<file path="config.mk">
export PLATFORM = sky130hd
export DESIGN_NAME = acv_trim_volume_regs
export DESIGN_NICKNAME = d
export VERILOG_FILES = /design/src/hw/acv_pkg.sv /design/src/hw/acv_trim_volume_regs.sv /design/src/hw/acv_field_reg.sv
export SDC_FILE = /design/constraint.sdc
export NUM_CORES = 1
export LEC_CHECK = 0
export BUFFER_PORTS_ARGS = -buffer_cell sky130_fd_sc_hd__buf_4
export CAP_MARGIN = 20
export CORE_ASPECT_RATIO = 0.75
export CORE_MARGIN = 5
export CORE_UTILIZATION = 48
export DETAILED_ROUTE_END_ITERATION = 7
export PLACE_DENSITY = 0.75
export SLEW_MARGIN = 25
export SYNTH_ARGS = -nofsm -noshare
export SYNTH_HDL_FRONTEND = slang
export SYNTH_SLANG_ARGS = --single-unit
</file>
<file path="constraint.sdc">
create_clock -name REF_CLK_IN -period 3.1 [get_ports REF_CLK_IN]
set_input_delay 0.31 -clock REF_CLK_IN [delete_from_list [all_inputs] [get_ports REF_CLK_IN]]
set_output_delay 0.31 -clock REF_CLK_IN [all_outputs]
set_load 0.05 [all_outputs]
</file>
<file path="src/hw/acv_pkg.sv">
// Package for the channel trim and volume register bank
package acv_pkg;

   // Register count and byte width
   localparam int          NUM_REGS       = 4;
   localparam int          DATA_W         = 8;

   // Register offsets on the control port
   localparam logic [7:0]  CH2_FINE_GAIN_CFG_OFS    = 8'h58;
   localparam logic [7:0]  CH2_PHASE_DELAY_CFG_OFS  = 8'h59;
   localparam logic [7:0]  CH3_INPUT_SOURCE_CFG_OFS = 8'h5A;
   localparam logic [7:0]  CH3_VOLUME_CFG_OFS       = 8'h5B;

   // Reset values
   localparam logic [7:0]  CH2_FINE_GAIN_CFG_RST    = 8'h80;
   localparam logic [7:0]  CH2_PHASE_DELAY_CFG_RST  = 8'h00;
   localparam logic [7:0]  CH3_INPUT_SOURCE_CFG_RST = 8'h00;
   localparam logic [7:0]  CH3_VOLUME_CFG_RST       = 8'hA1;

   // Writable bit masks; cleared bits are reserved, read-only zero
   localparam logic [7:0]  CH2_FINE_GAIN_CFG_WMASK    = 8'hF0;
   localparam logic [7:0]  CH2_PHASE_DELAY_CFG_WMASK  = 8'hFC;
   localparam logic [7:0]  CH3_INPUT_SOURCE_CFG_WMASK = 8'h80;
   localparam logic [7:0]  CH3_VOLUME_CFG_WMASK       = 8'hFF;

   // Tables indexed by register number
   localparam logic [7:0] REG_OFS [NUM_REGS] = '{
      CH2_FINE_GAIN_CFG_OFS, CH2_PHASE_DELAY_CFG_OFS,
      CH3_INPUT_SOURCE_CFG_OFS, CH3_VOLUME_CFG_OFS};
   localparam logic [7:0] REG_RST [NUM_REGS] = '{
      CH2_FINE_GAIN_CFG_RST, CH2_PHASE_DELAY_CFG_RST,
      CH3_INPUT_SOURCE_CFG_RST, CH3_VOLUME_CFG_RST};
   localparam logic [7:0] REG_WMASK [NUM_REGS] = '{
      CH2_FINE_GAIN_CFG_WMASK, CH2_PHASE_DELAY_CFG_WMASK,
      CH3_INPUT_SOURCE_CFG_WMASK, CH3_VOLUME_CFG_WMASK};

   // Register numbers
   localparam int          IDX_FINE       = 0;
   localparam int          IDX_SKEW       = 1;
   localparam int          IDX_SRC        = 2;
   localparam int          IDX_VOL        = 3;

   // Field positions
   localparam int          FINE_TRIM_MSB  = 7;
   localparam int          FINE_TRIM_LSB  = 4;
   localparam int          SKEW_MSB       = 7;
   localparam int          SKEW_LSB       = 2;
   localparam int          COPY_BIT       = 7;

   // Trim code giving 0 dB, volume code giving 0 dB, mute code
   localparam logic signed [4:0] FINE_TRIM_ZERO_CODE = 5'sh08;
   localparam logic signed [8:0] VOL_ZERO_CODE       = 9'sh0A1;
   localparam logic [7:0]        VOL_MUTE_CODE       = 8'h00;

   // Settings handed to the channel datapath
   typedef struct packed {
      logic [3:0]         ch2_fine_trim;      // Code, 0.1 dB steps
      logic signed [4:0]  ch2_trim_tenth_db;  // Gain in 0.1 dB units
      logic [5:0]         ch2_skew_delay;     // Modulator cycles
      logic               ch3_copy_from_ch1;  // Take ch1 filter input
      logic [7:0]         ch3_volume_level;   // Volume code
      logic               ch3_mute;           // Code zero mutes
      logic signed [8:0]  ch3_vol_half_db;    // Gain in 0.5 dB units
   } acv_cfg_s;

endpackage : acv_pkg

</file>
<file path="src/hw/acv_trim_volume_regs.sv">
// Channel 2 trim/skew and channel 3 routing/volume register bank
//
// Summary of operation
// - Channel 2 fine trim bits 7-4, 0.1 dB steps
// - Fine trim resets to code 8, 0 dB
// - Channel 2 skew delay bits 7-2, 0..63
// - Bit 7 routes channel 1 input to 3
// - Channel 3 volume code zero fully mutes
// - Volume 0.5 dB steps, 161 is 0 dB
`timescale 1ns/1ns
`default_nettype none
module acv_trim_volume_regs
   import acv_pkg::*;
#(
   parameter int ADDR_W = 8
) (
   // Clock and reset
   input  wire logic              REF_CLK_IN,
   input  wire logic              RST_B_IN,
   // Control port register access
   input  wire logic [ADDR_W-1:0] REG_ADDR_IN,
   input  wire logic              REG_WR_EN_IN,
   input  wire logic [7:0]        REG_WDATA_IN,
   input  wire logic              REG_RD_EN_IN,
   output logic [7:0]             REG_RDATA_OUT,
   output logic                   REG_RD_VALID_OUT,
   // Settings to the channel datapath
   output acv_cfg_s               CFG_OUT
);

   ////////////////////////////////////////////////////////////////////////
   // Elaboration check

   // Offsets up to 0x5B need at least seven address bits
   generate
      if (ADDR_W < 7 || ADDR_W > 16) begin : g_bad_addr
         $error("ADDR_W must be 7 to 16");
      end
   endgenerate

   ////////////////////////////////////////////////////////////////////////
   // Register storage

   logic [7:0]          reg_val [NUM_REGS];
   logic [NUM_REGS-1:0] hit;

   // One register per entry, reserved bits forced to reset value
   genvar gi;
   generate
      for (gi = 0; gi < NUM_REGS; gi++) begin : g_reg
         assign hit[gi] = (REG_ADDR_IN == ADDR_W'(REG_OFS[gi]));
         acv_field_reg #(
            .RESET_VAL (REG_RST[gi]),
            .WMASK     (REG_WMASK[gi])
         ) u_reg (
            .clk_in    (REF_CLK_IN),
            .rst_b_in  (RST_B_IN),
            .wr_en_in  (REG_WR_EN_IN && hit[gi]),
            .wdata_in  (REG_WDATA_IN),
            .value_out (reg_val[gi])
         );
      end
   endgenerate

   ////////////////////////////////////////////////////////////////////////
   // Read path

   logic [7:0] rdata_reg;
   logic [7:0] rdata_next;
   logic       rvalid_reg;
   logic       rvalid_next;

   // Select addressed register; unmapped addresses read zero
   always_comb begin
      rdata_next  = 8'h00;
      rvalid_next = REG_RD_EN_IN;
      for (int i = 0; i < NUM_REGS; i++) begin
         if (REG_RD_EN_IN && hit[i]) begin
            rdata_next = reg_val[i];
         end
      end
   end

   // Registered read answer
   always_ff @(posedge REF_CLK_IN or negedge RST_B_IN) begin
      if (!RST_B_IN) begin
         rdata_reg  <= 8'h00;
         rvalid_reg <= 1'b0;
      end else begin
         rdata_reg  <= rdata_next;
         rvalid_reg <= rvalid_next;
      end
   end

   assign REG_RDATA_OUT    = rdata_reg;
   assign REG_RD_VALID_OUT = rvalid_reg;

   ////////////////////////////////////////////////////////////////////////
   // Settings decode

   acv_cfg_s cfg_reg;
   acv_cfg_s cfg_next;

   // Decode fields into gains, routing and mute
   always_comb begin
      cfg_next = '0;
      cfg_next.ch2_fine_trim =
         reg_val[IDX_FINE][FINE_TRIM_MSB:FINE_TRIM_LSB];
      cfg_next.ch2_trim_tenth_db =
         $signed({1'b0, cfg_next.ch2_fine_trim})
         - FINE_TRIM_ZERO_CODE;
      cfg_next.ch2_skew_delay =
         reg_val[IDX_SKEW][SKEW_MSB:SKEW_LSB];
      cfg_next.ch3_copy_from_ch1 = reg_val[IDX_SRC][COPY_BIT];
      cfg_next.ch3_volume_level  = reg_val[IDX_VOL];
      cfg_next.ch3_mute =
         (reg_val[IDX_VOL] == VOL_MUTE_CODE);
      if (!cfg_next.ch3_mute) begin
         cfg_next.ch3_vol_half_db =
            $signed({1'b0, reg_val[IDX_VOL]}) - VOL_ZERO_CODE;
      end
   end

   // Settings change whole, one cycle after the register write
   always_ff @(posedge REF_CLK_IN or negedge RST_B_IN) begin
      if (!RST_B_IN) begin
         cfg_reg                   <= '0;
         cfg_reg.ch2_fine_trim     <= CH2_FINE_GAIN_CFG_RST[7:4];
         cfg_reg.ch2_trim_tenth_db <= 5'sh00;
         cfg_reg.ch3_volume_level  <= CH3_VOLUME_CFG_RST;
         cfg_reg.ch3_vol_half_db   <= 9'sh000;
      end else begin
         cfg_reg <= cfg_next;
      end
   end

   assign CFG_OUT = cfg_reg;
endmodule : acv_trim_volume_regs
`default_nettype wire

</file>
<file path="src/hw/acv_field_reg.sv">
// One byte-wide configuration register with a writable-bit mask
`timescale 1ns/1ns
`default_nettype none
module acv_field_reg #(
   parameter logic [7:0] RESET_VAL = 8'h00,
   parameter logic [7:0] WMASK     = 8'hFF
) (
   // Clock and reset
   input  wire logic       clk_in,
   input  wire logic       rst_b_in,
   // Write side
   input  wire logic       wr_en_in,
   input  wire logic [7:0] wdata_in,
   // Stored value
   output logic [7:0]      value_out
);

   logic [7:0] value_reg;
   logic [7:0] value_next;

   // Merge written bits; reserved bits keep their reset value
   always_comb begin
      value_next = value_reg;
      if (wr_en_in) begin
         value_next = (wdata_in & WMASK) | (RESET_VAL & ~WMASK);
      end
   end

   // Storage
   always_ff @(posedge clk_in or negedge rst_b_in) begin
      if (!rst_b_in) begin
         value_reg <= RESET_VAL;
      end else begin
         value_reg <= value_next;
      end
   end

   assign value_out = value_reg;

endmodule : acv_field_reg
`default_nettype wire

</file>
After elaboration in Yosys (flattened, before gate mapping)

Index checks and enable logic that the tools add are counted.

Logic and storage cells: 33
Bits in registers: 62
Output and inout bits: 43
Bits of input ports: 20

$add $sub $neg: 2
Reduce and logical (&&, ||, !) cells: 9
Mux-type cells: 5
Eq/ne operators: 4

Operator list:

| cell                                                               | count |
|---|---|
| 8-bit by 7-bit == test with 1-bit output, second input constant    | 4 |
| 8-bit two-way mux                                                  | 4 |
| 9-bit two-way mux                                                  | 1 |
| 8-bit by 8-bit subtractor with 9-bit output, second input constant | 1 |
| 1-bit logical AND                                                  | 8 |
| 8-bit logical NOT                                                  | 1 |
| 4-bit by 4-bit subtractor with 5-bit output, second input constant | 1 |

Longest topological paths before layout

Depth in word-level cells: 6
Gate-level depth with buffers: 6
Gate-level depth less buffers: 5

Hierarchy

From an unflattened synthesis, not the netlist that was laid out.

Cell total of the unflattened synthesis: 164
Area, all modules: 2,453.6 um2

Modules (own cells, without submodules):

| module                         | area an instance (um2) | times used | seq. area each (um2) | cells an instance |
|---|---|---|---|---|
| acv_trim_volume_regs           | 1,571.5                | 1          | 980.9                | 108 |
| acv_field_reg (g_reg[3].u_reg) | 335.3                  | 1          | 203.9                | 17 |
| acv_field_reg (g_reg[1].u_reg) | 270.3                  | 1          | 150.1                | 16 |
| acv_field_reg (g_reg[0].u_reg) | 180.2                  | 1          | 101.3                | 13 |
| acv_field_reg (g_reg[2].u_reg) | 96.3                   | 1          | 25.0                 | 10 |

Least setup slack after synthesis

Ideal clock, no wire load.

Kind: register to register
From: reg g_reg[3].u_reg.value_reg[0]
To: reg cfg_reg (netlist bit CFG_OUT[2])
Setup time: 0.122 ns
Clock period less this slack: 1.715 ns
Slack: 1.385 ns
Cell stages (with the launch flop): 7
Required time: 2.978 ns
Path buffers: 1
Arrival time: 1.593 ns
Cells stage by stage: dfstp_2 clkbuf_1 inv_1 ha_1 or4b_2 nor2_4 nor2_1

RTL lines:

| what                     | line                        | text |
|---|---|---|
| start: declaration       | acv_field_reg.sv:18         | `logic [7:0] value_reg;` |
| start signal: assignment | acv_field_reg.sv:34         | `value_reg <= value_next;` |
| end signal: assignment   | acv_trim_volume_regs.sv:133 | `cfg_reg <= cfg_next;` |
| end: declaration         | acv_trim_volume_regs.sv:101 | `acv_cfg_s cfg_reg;` |

Final worst setup path

From: in REG_ADDR_IN[5]
To: reg g_reg[1].u_reg.value_reg[3]

Longest elaborated chain between the ends: 2

Ends and longest elaborated chain:

| what                                     | line                       | text |
|---|---|---|
| start: declaration                       | acv_trim_volume_regs.sv:21 | `input wire logic [ADDR_W-1:0] REG_ADDR_IN,` |
| 8-bit by 7-bit == test with 1-bit output | acv_trim_volume_regs.sv:51 | `assign hit[gi] = (REG_ADDR_IN == ADDR_W'(REG_OFS[gi]));` |
| 1-bit logical AND                        | acv_trim_volume_regs.sv:58 | `.wr_en_in (REG_WR_EN_IN && hit[gi]),` |
| end signal: assignment                   | acv_field_reg.sv:34        |  |
| end: declaration                         | acv_field_reg.sv:18        |  |

No other way between the ends.
A chain may end at the register's enable or synchronous reset.

==> run metrics <==
status completed; Yosys cell types 37; Die H between 60 and 70 um; total core area about 0.0045 mm2; IO Pins 63; Clock Tree Buf Depth 2; Arr. time, crit path roughly 2.1 ns; Final period util 0.593; fin. max-slew vios 0; via density per instance roughly 5.2; Worst IR Drop VDD about 480 uV; skew final around 0.0055 ns; Cell Chain, Critical Path buf_4, nand4bb_1, nor4b_4, mux2_2; Tmin final about 1.8 ns; Post-CTS Hold Fix Bufs 0; row count 21; GRT Total Usage 0.165; Max Cap Viol 0; vias approximately 1400; RSZ-0062 raised after global routing false; Final setup viols 0; syn_nets 174; post-CTS sizing 0; average routed wire per standard cell around 16 um; hold crit path type input port to async pin; CP max stage delay 0.67 ns; clk sinks 58; CTS HTree Levels 3; fraction of layout cells with a size suffix above 1 0.530; hpwl dp 3170 um; Post-Route WL ~4500 um; CP Max Fanout 10; mapped cell area between 0.002 and 0.0025 mm2; number of I/O port buffers between 60 and 70; Lkg Pwr roughly 1.5 nW; first-pass GRT wire length 7540 um; Critical Path RT approximately 3.3 ns; Finished Cell Area between 0.002 and 0.003 mm2; Antenna diodes 0; Fin. Hold Viols 0; largest net degree at the start of global routing between 50 and 60; worst slew pin tran 0.701 ns; startpoint types input port; Setup crit end kind register; Die W between 80 and 90 um; placed cell areas approximately 0.0027 mm2; PD cells 692 mW/mm2; DRT Pass-1 Iters 4; Placer Congestion 0.800; Syn Area/Cell 14.7 um2; cell count after synthesis 152; Slowest cell on crit path nor4b_4; post-synthesis sequential area ratio 0.655; total congestion overflow 0; end-of-flow core utilization 0.653; total CTS buffers 9; setup tns final 0 ns; # DRC 0; CTS tree yes; Clock Latency Late Sink 0.33 ns; Initial Util 0.497; Iter 0 DRT Violations between 60 and 70; fin nets 236; ANT nets after route 0; critical path class input port to register; vias in the first global route about 1400; Slew HR 0.533; Die ar. between 0.006 and 0.007 mm2; clock slew at the register clock pins of the worst setup and hold paths around 0.060 ns; YS warnings 0; Fmax 0.544 GHz; Root Buffer clkbuf_8; initial antenna violation count 0; post-CTS setup buffers 0; post-synthesis register bit count between 50 and 60; Synth-to-Final Area Change 31.5%
## registers in the layout (all words and copies together) (netlist names)
register,cells
CFG_OUT,30
REG_RDATA_OUT,8
REG_RD_VALID_OUT,1
g.u_reg.value_out,19
## per-stage QoR
stage / cells / worst slack, ns / power, W / hold WS, ns
floorplan: 152 / 1.39 / 0.00111 / 0.0144
global placement: 260 / 1.05 / 0.00123 / 0.373
detailed placement: 260 / 0.953 / 0.00123 / 0.376
CTS: 276 / 1.30 / 0.00205 / 0.0441
global route: 276 / 1.21 / 0.00212 / 0.0729
finish: 276 / 1.26 / 0.00203 / 0.0211
## Yosys cell counts (all sizes together)
cell type	n	area (um2)
dfrtp	50	1250
mux2	24	270
buf	8	56.3
dfstp	8	210
nor2	8	37.5
nor3	7	46.3
a21oi	5	25.0
inv	5	18.8
nor4	4	40.0
a22oi	3	22.5
clkbuf	3	11.3
and3	2	12.5
ha	2	25.0
nand3	2	10.0
nand3b	2	18.8
nor3b	2	15.0
nor4b	2	32.5
o21ai	2	10.0
or4b	2	20.0
xnor2	2	17.5
a21o	1	7.51
and2	1	6.26
mux4	1	22.5
nand2	1	3.75
nand4bb	1	11.3
o21ba	1	10.0
o22ai	1	6.26
o31ai	1	7.51
or3	1	6.26
## final timing paths
check,from,to,slack [ns],cells past startpoint
max,REG_ADDR_IN[5],g_reg[1].u_reg.value_out[3]$_DFFE_PN0P_,1.26,4
min,RST_B_IN,CFG_OUT[12]$_DFF_PN0_,0.02,1
max in group asynchronous,RST_B_IN,CFG_OUT[3]$_DFF_PN0_,2.61,1
max reg2reg,g_reg[3].u_reg.value_out[1]$_DFFE_PN0P_,CFG_OUT[3]$_DFF_PN0_,1.30,5
min in group REF_CLK_IN,REG_RD_EN_IN,REG_RD_VALID_OUT$_DFF_PN0_,0.10,1
min reg2reg,g_reg[0].u_reg.value_out[7]$_DFFE_PN1P_,CFG_OUT[33]$_DFF_PN1_,0.39,0
## worst max-delay path: cells and delay by family
family | cells | cell delay, ns
muxes | 1 | 0.39
and+or+nand+nor | 2 | 1.25
buffers and inverters | 1 | 0.10
## cell usage in the layout, fill, tap and decap left out, types with 2 or more instances in the layout
| master | count |
|---|---|
| buf_4 | 62 |
| dfrtp_1 | 50 |
| mux2_2 | 24 |
| clkbuf_8 | 9 |
| dfstp_2 | 8 |
| nor2_1 | 7 |
| nor3_1 | 6 |
| inv_1 | 5 |
| a21oi_1 | 5 |
| a22oi_1 | 3 |
| nor4_1 | 3 |
| bufinv_16 | 3 |
| o21ai_0 | 2 |
| nand3_1 | 2 |
| nor3b_1 | 2 |
| xnor2_1 | 2 |
| and3_1 | 2 |
| ha_1 | 2 |
| clkbuf_1 | 2 |
## area by class of cell
| class | instances | area (um2) |
|---|---|---|
| inverter | 5 | 18.8 |
| multi-input combinational | 78 | 684 |
| timing repair buffer | 62 | 465 |
| sequential | 58 | 1460 |
| fill | 318 | 1560 |
| tap | 57 | 71.3 |
| clock inverter | 5 | 103 |
| clock buffer | 11 | 131 |
## per-layer routing
layer | wire [um] | part of all wire | global-route usage | vias up
met5 | 0 | 0 | 0 | -
li1 | - | - | - | 656
met4 | 68 | 0.015 | 0.0654 | 0
met1 | 1850 | 0.41 | 0.218 | 698
met2 | 2180 | 0.48 | 0.243 | 63
met3 | 432 | 0.095 | 0.0667 | 10
## cells by family (layout without fill, tap and decap cells)
logic type	count (synthesis)	in the layout	share of synthesized area
DFF	58	58	0.655
xor gates and xnor gates	2	2	0.00785
adders and majority gates	2	2	0.0112
and+or+nand+nor	35	35	0.117
muxes	25	25	0.131
AOI/OAI and AO/OA	14	14	0.0398
buffers and inverters	16	83	0.0387
## power by group
group / internal [W] / switching, W / total (W)
clock network: 0.000533 / 0.000282 / 0.000815
logic: 0.000117 / 0.000253 / 0.000370
registers: 0.000817 / 0.0000299 / 0.000847
Power figures use the tool's default switching activity.
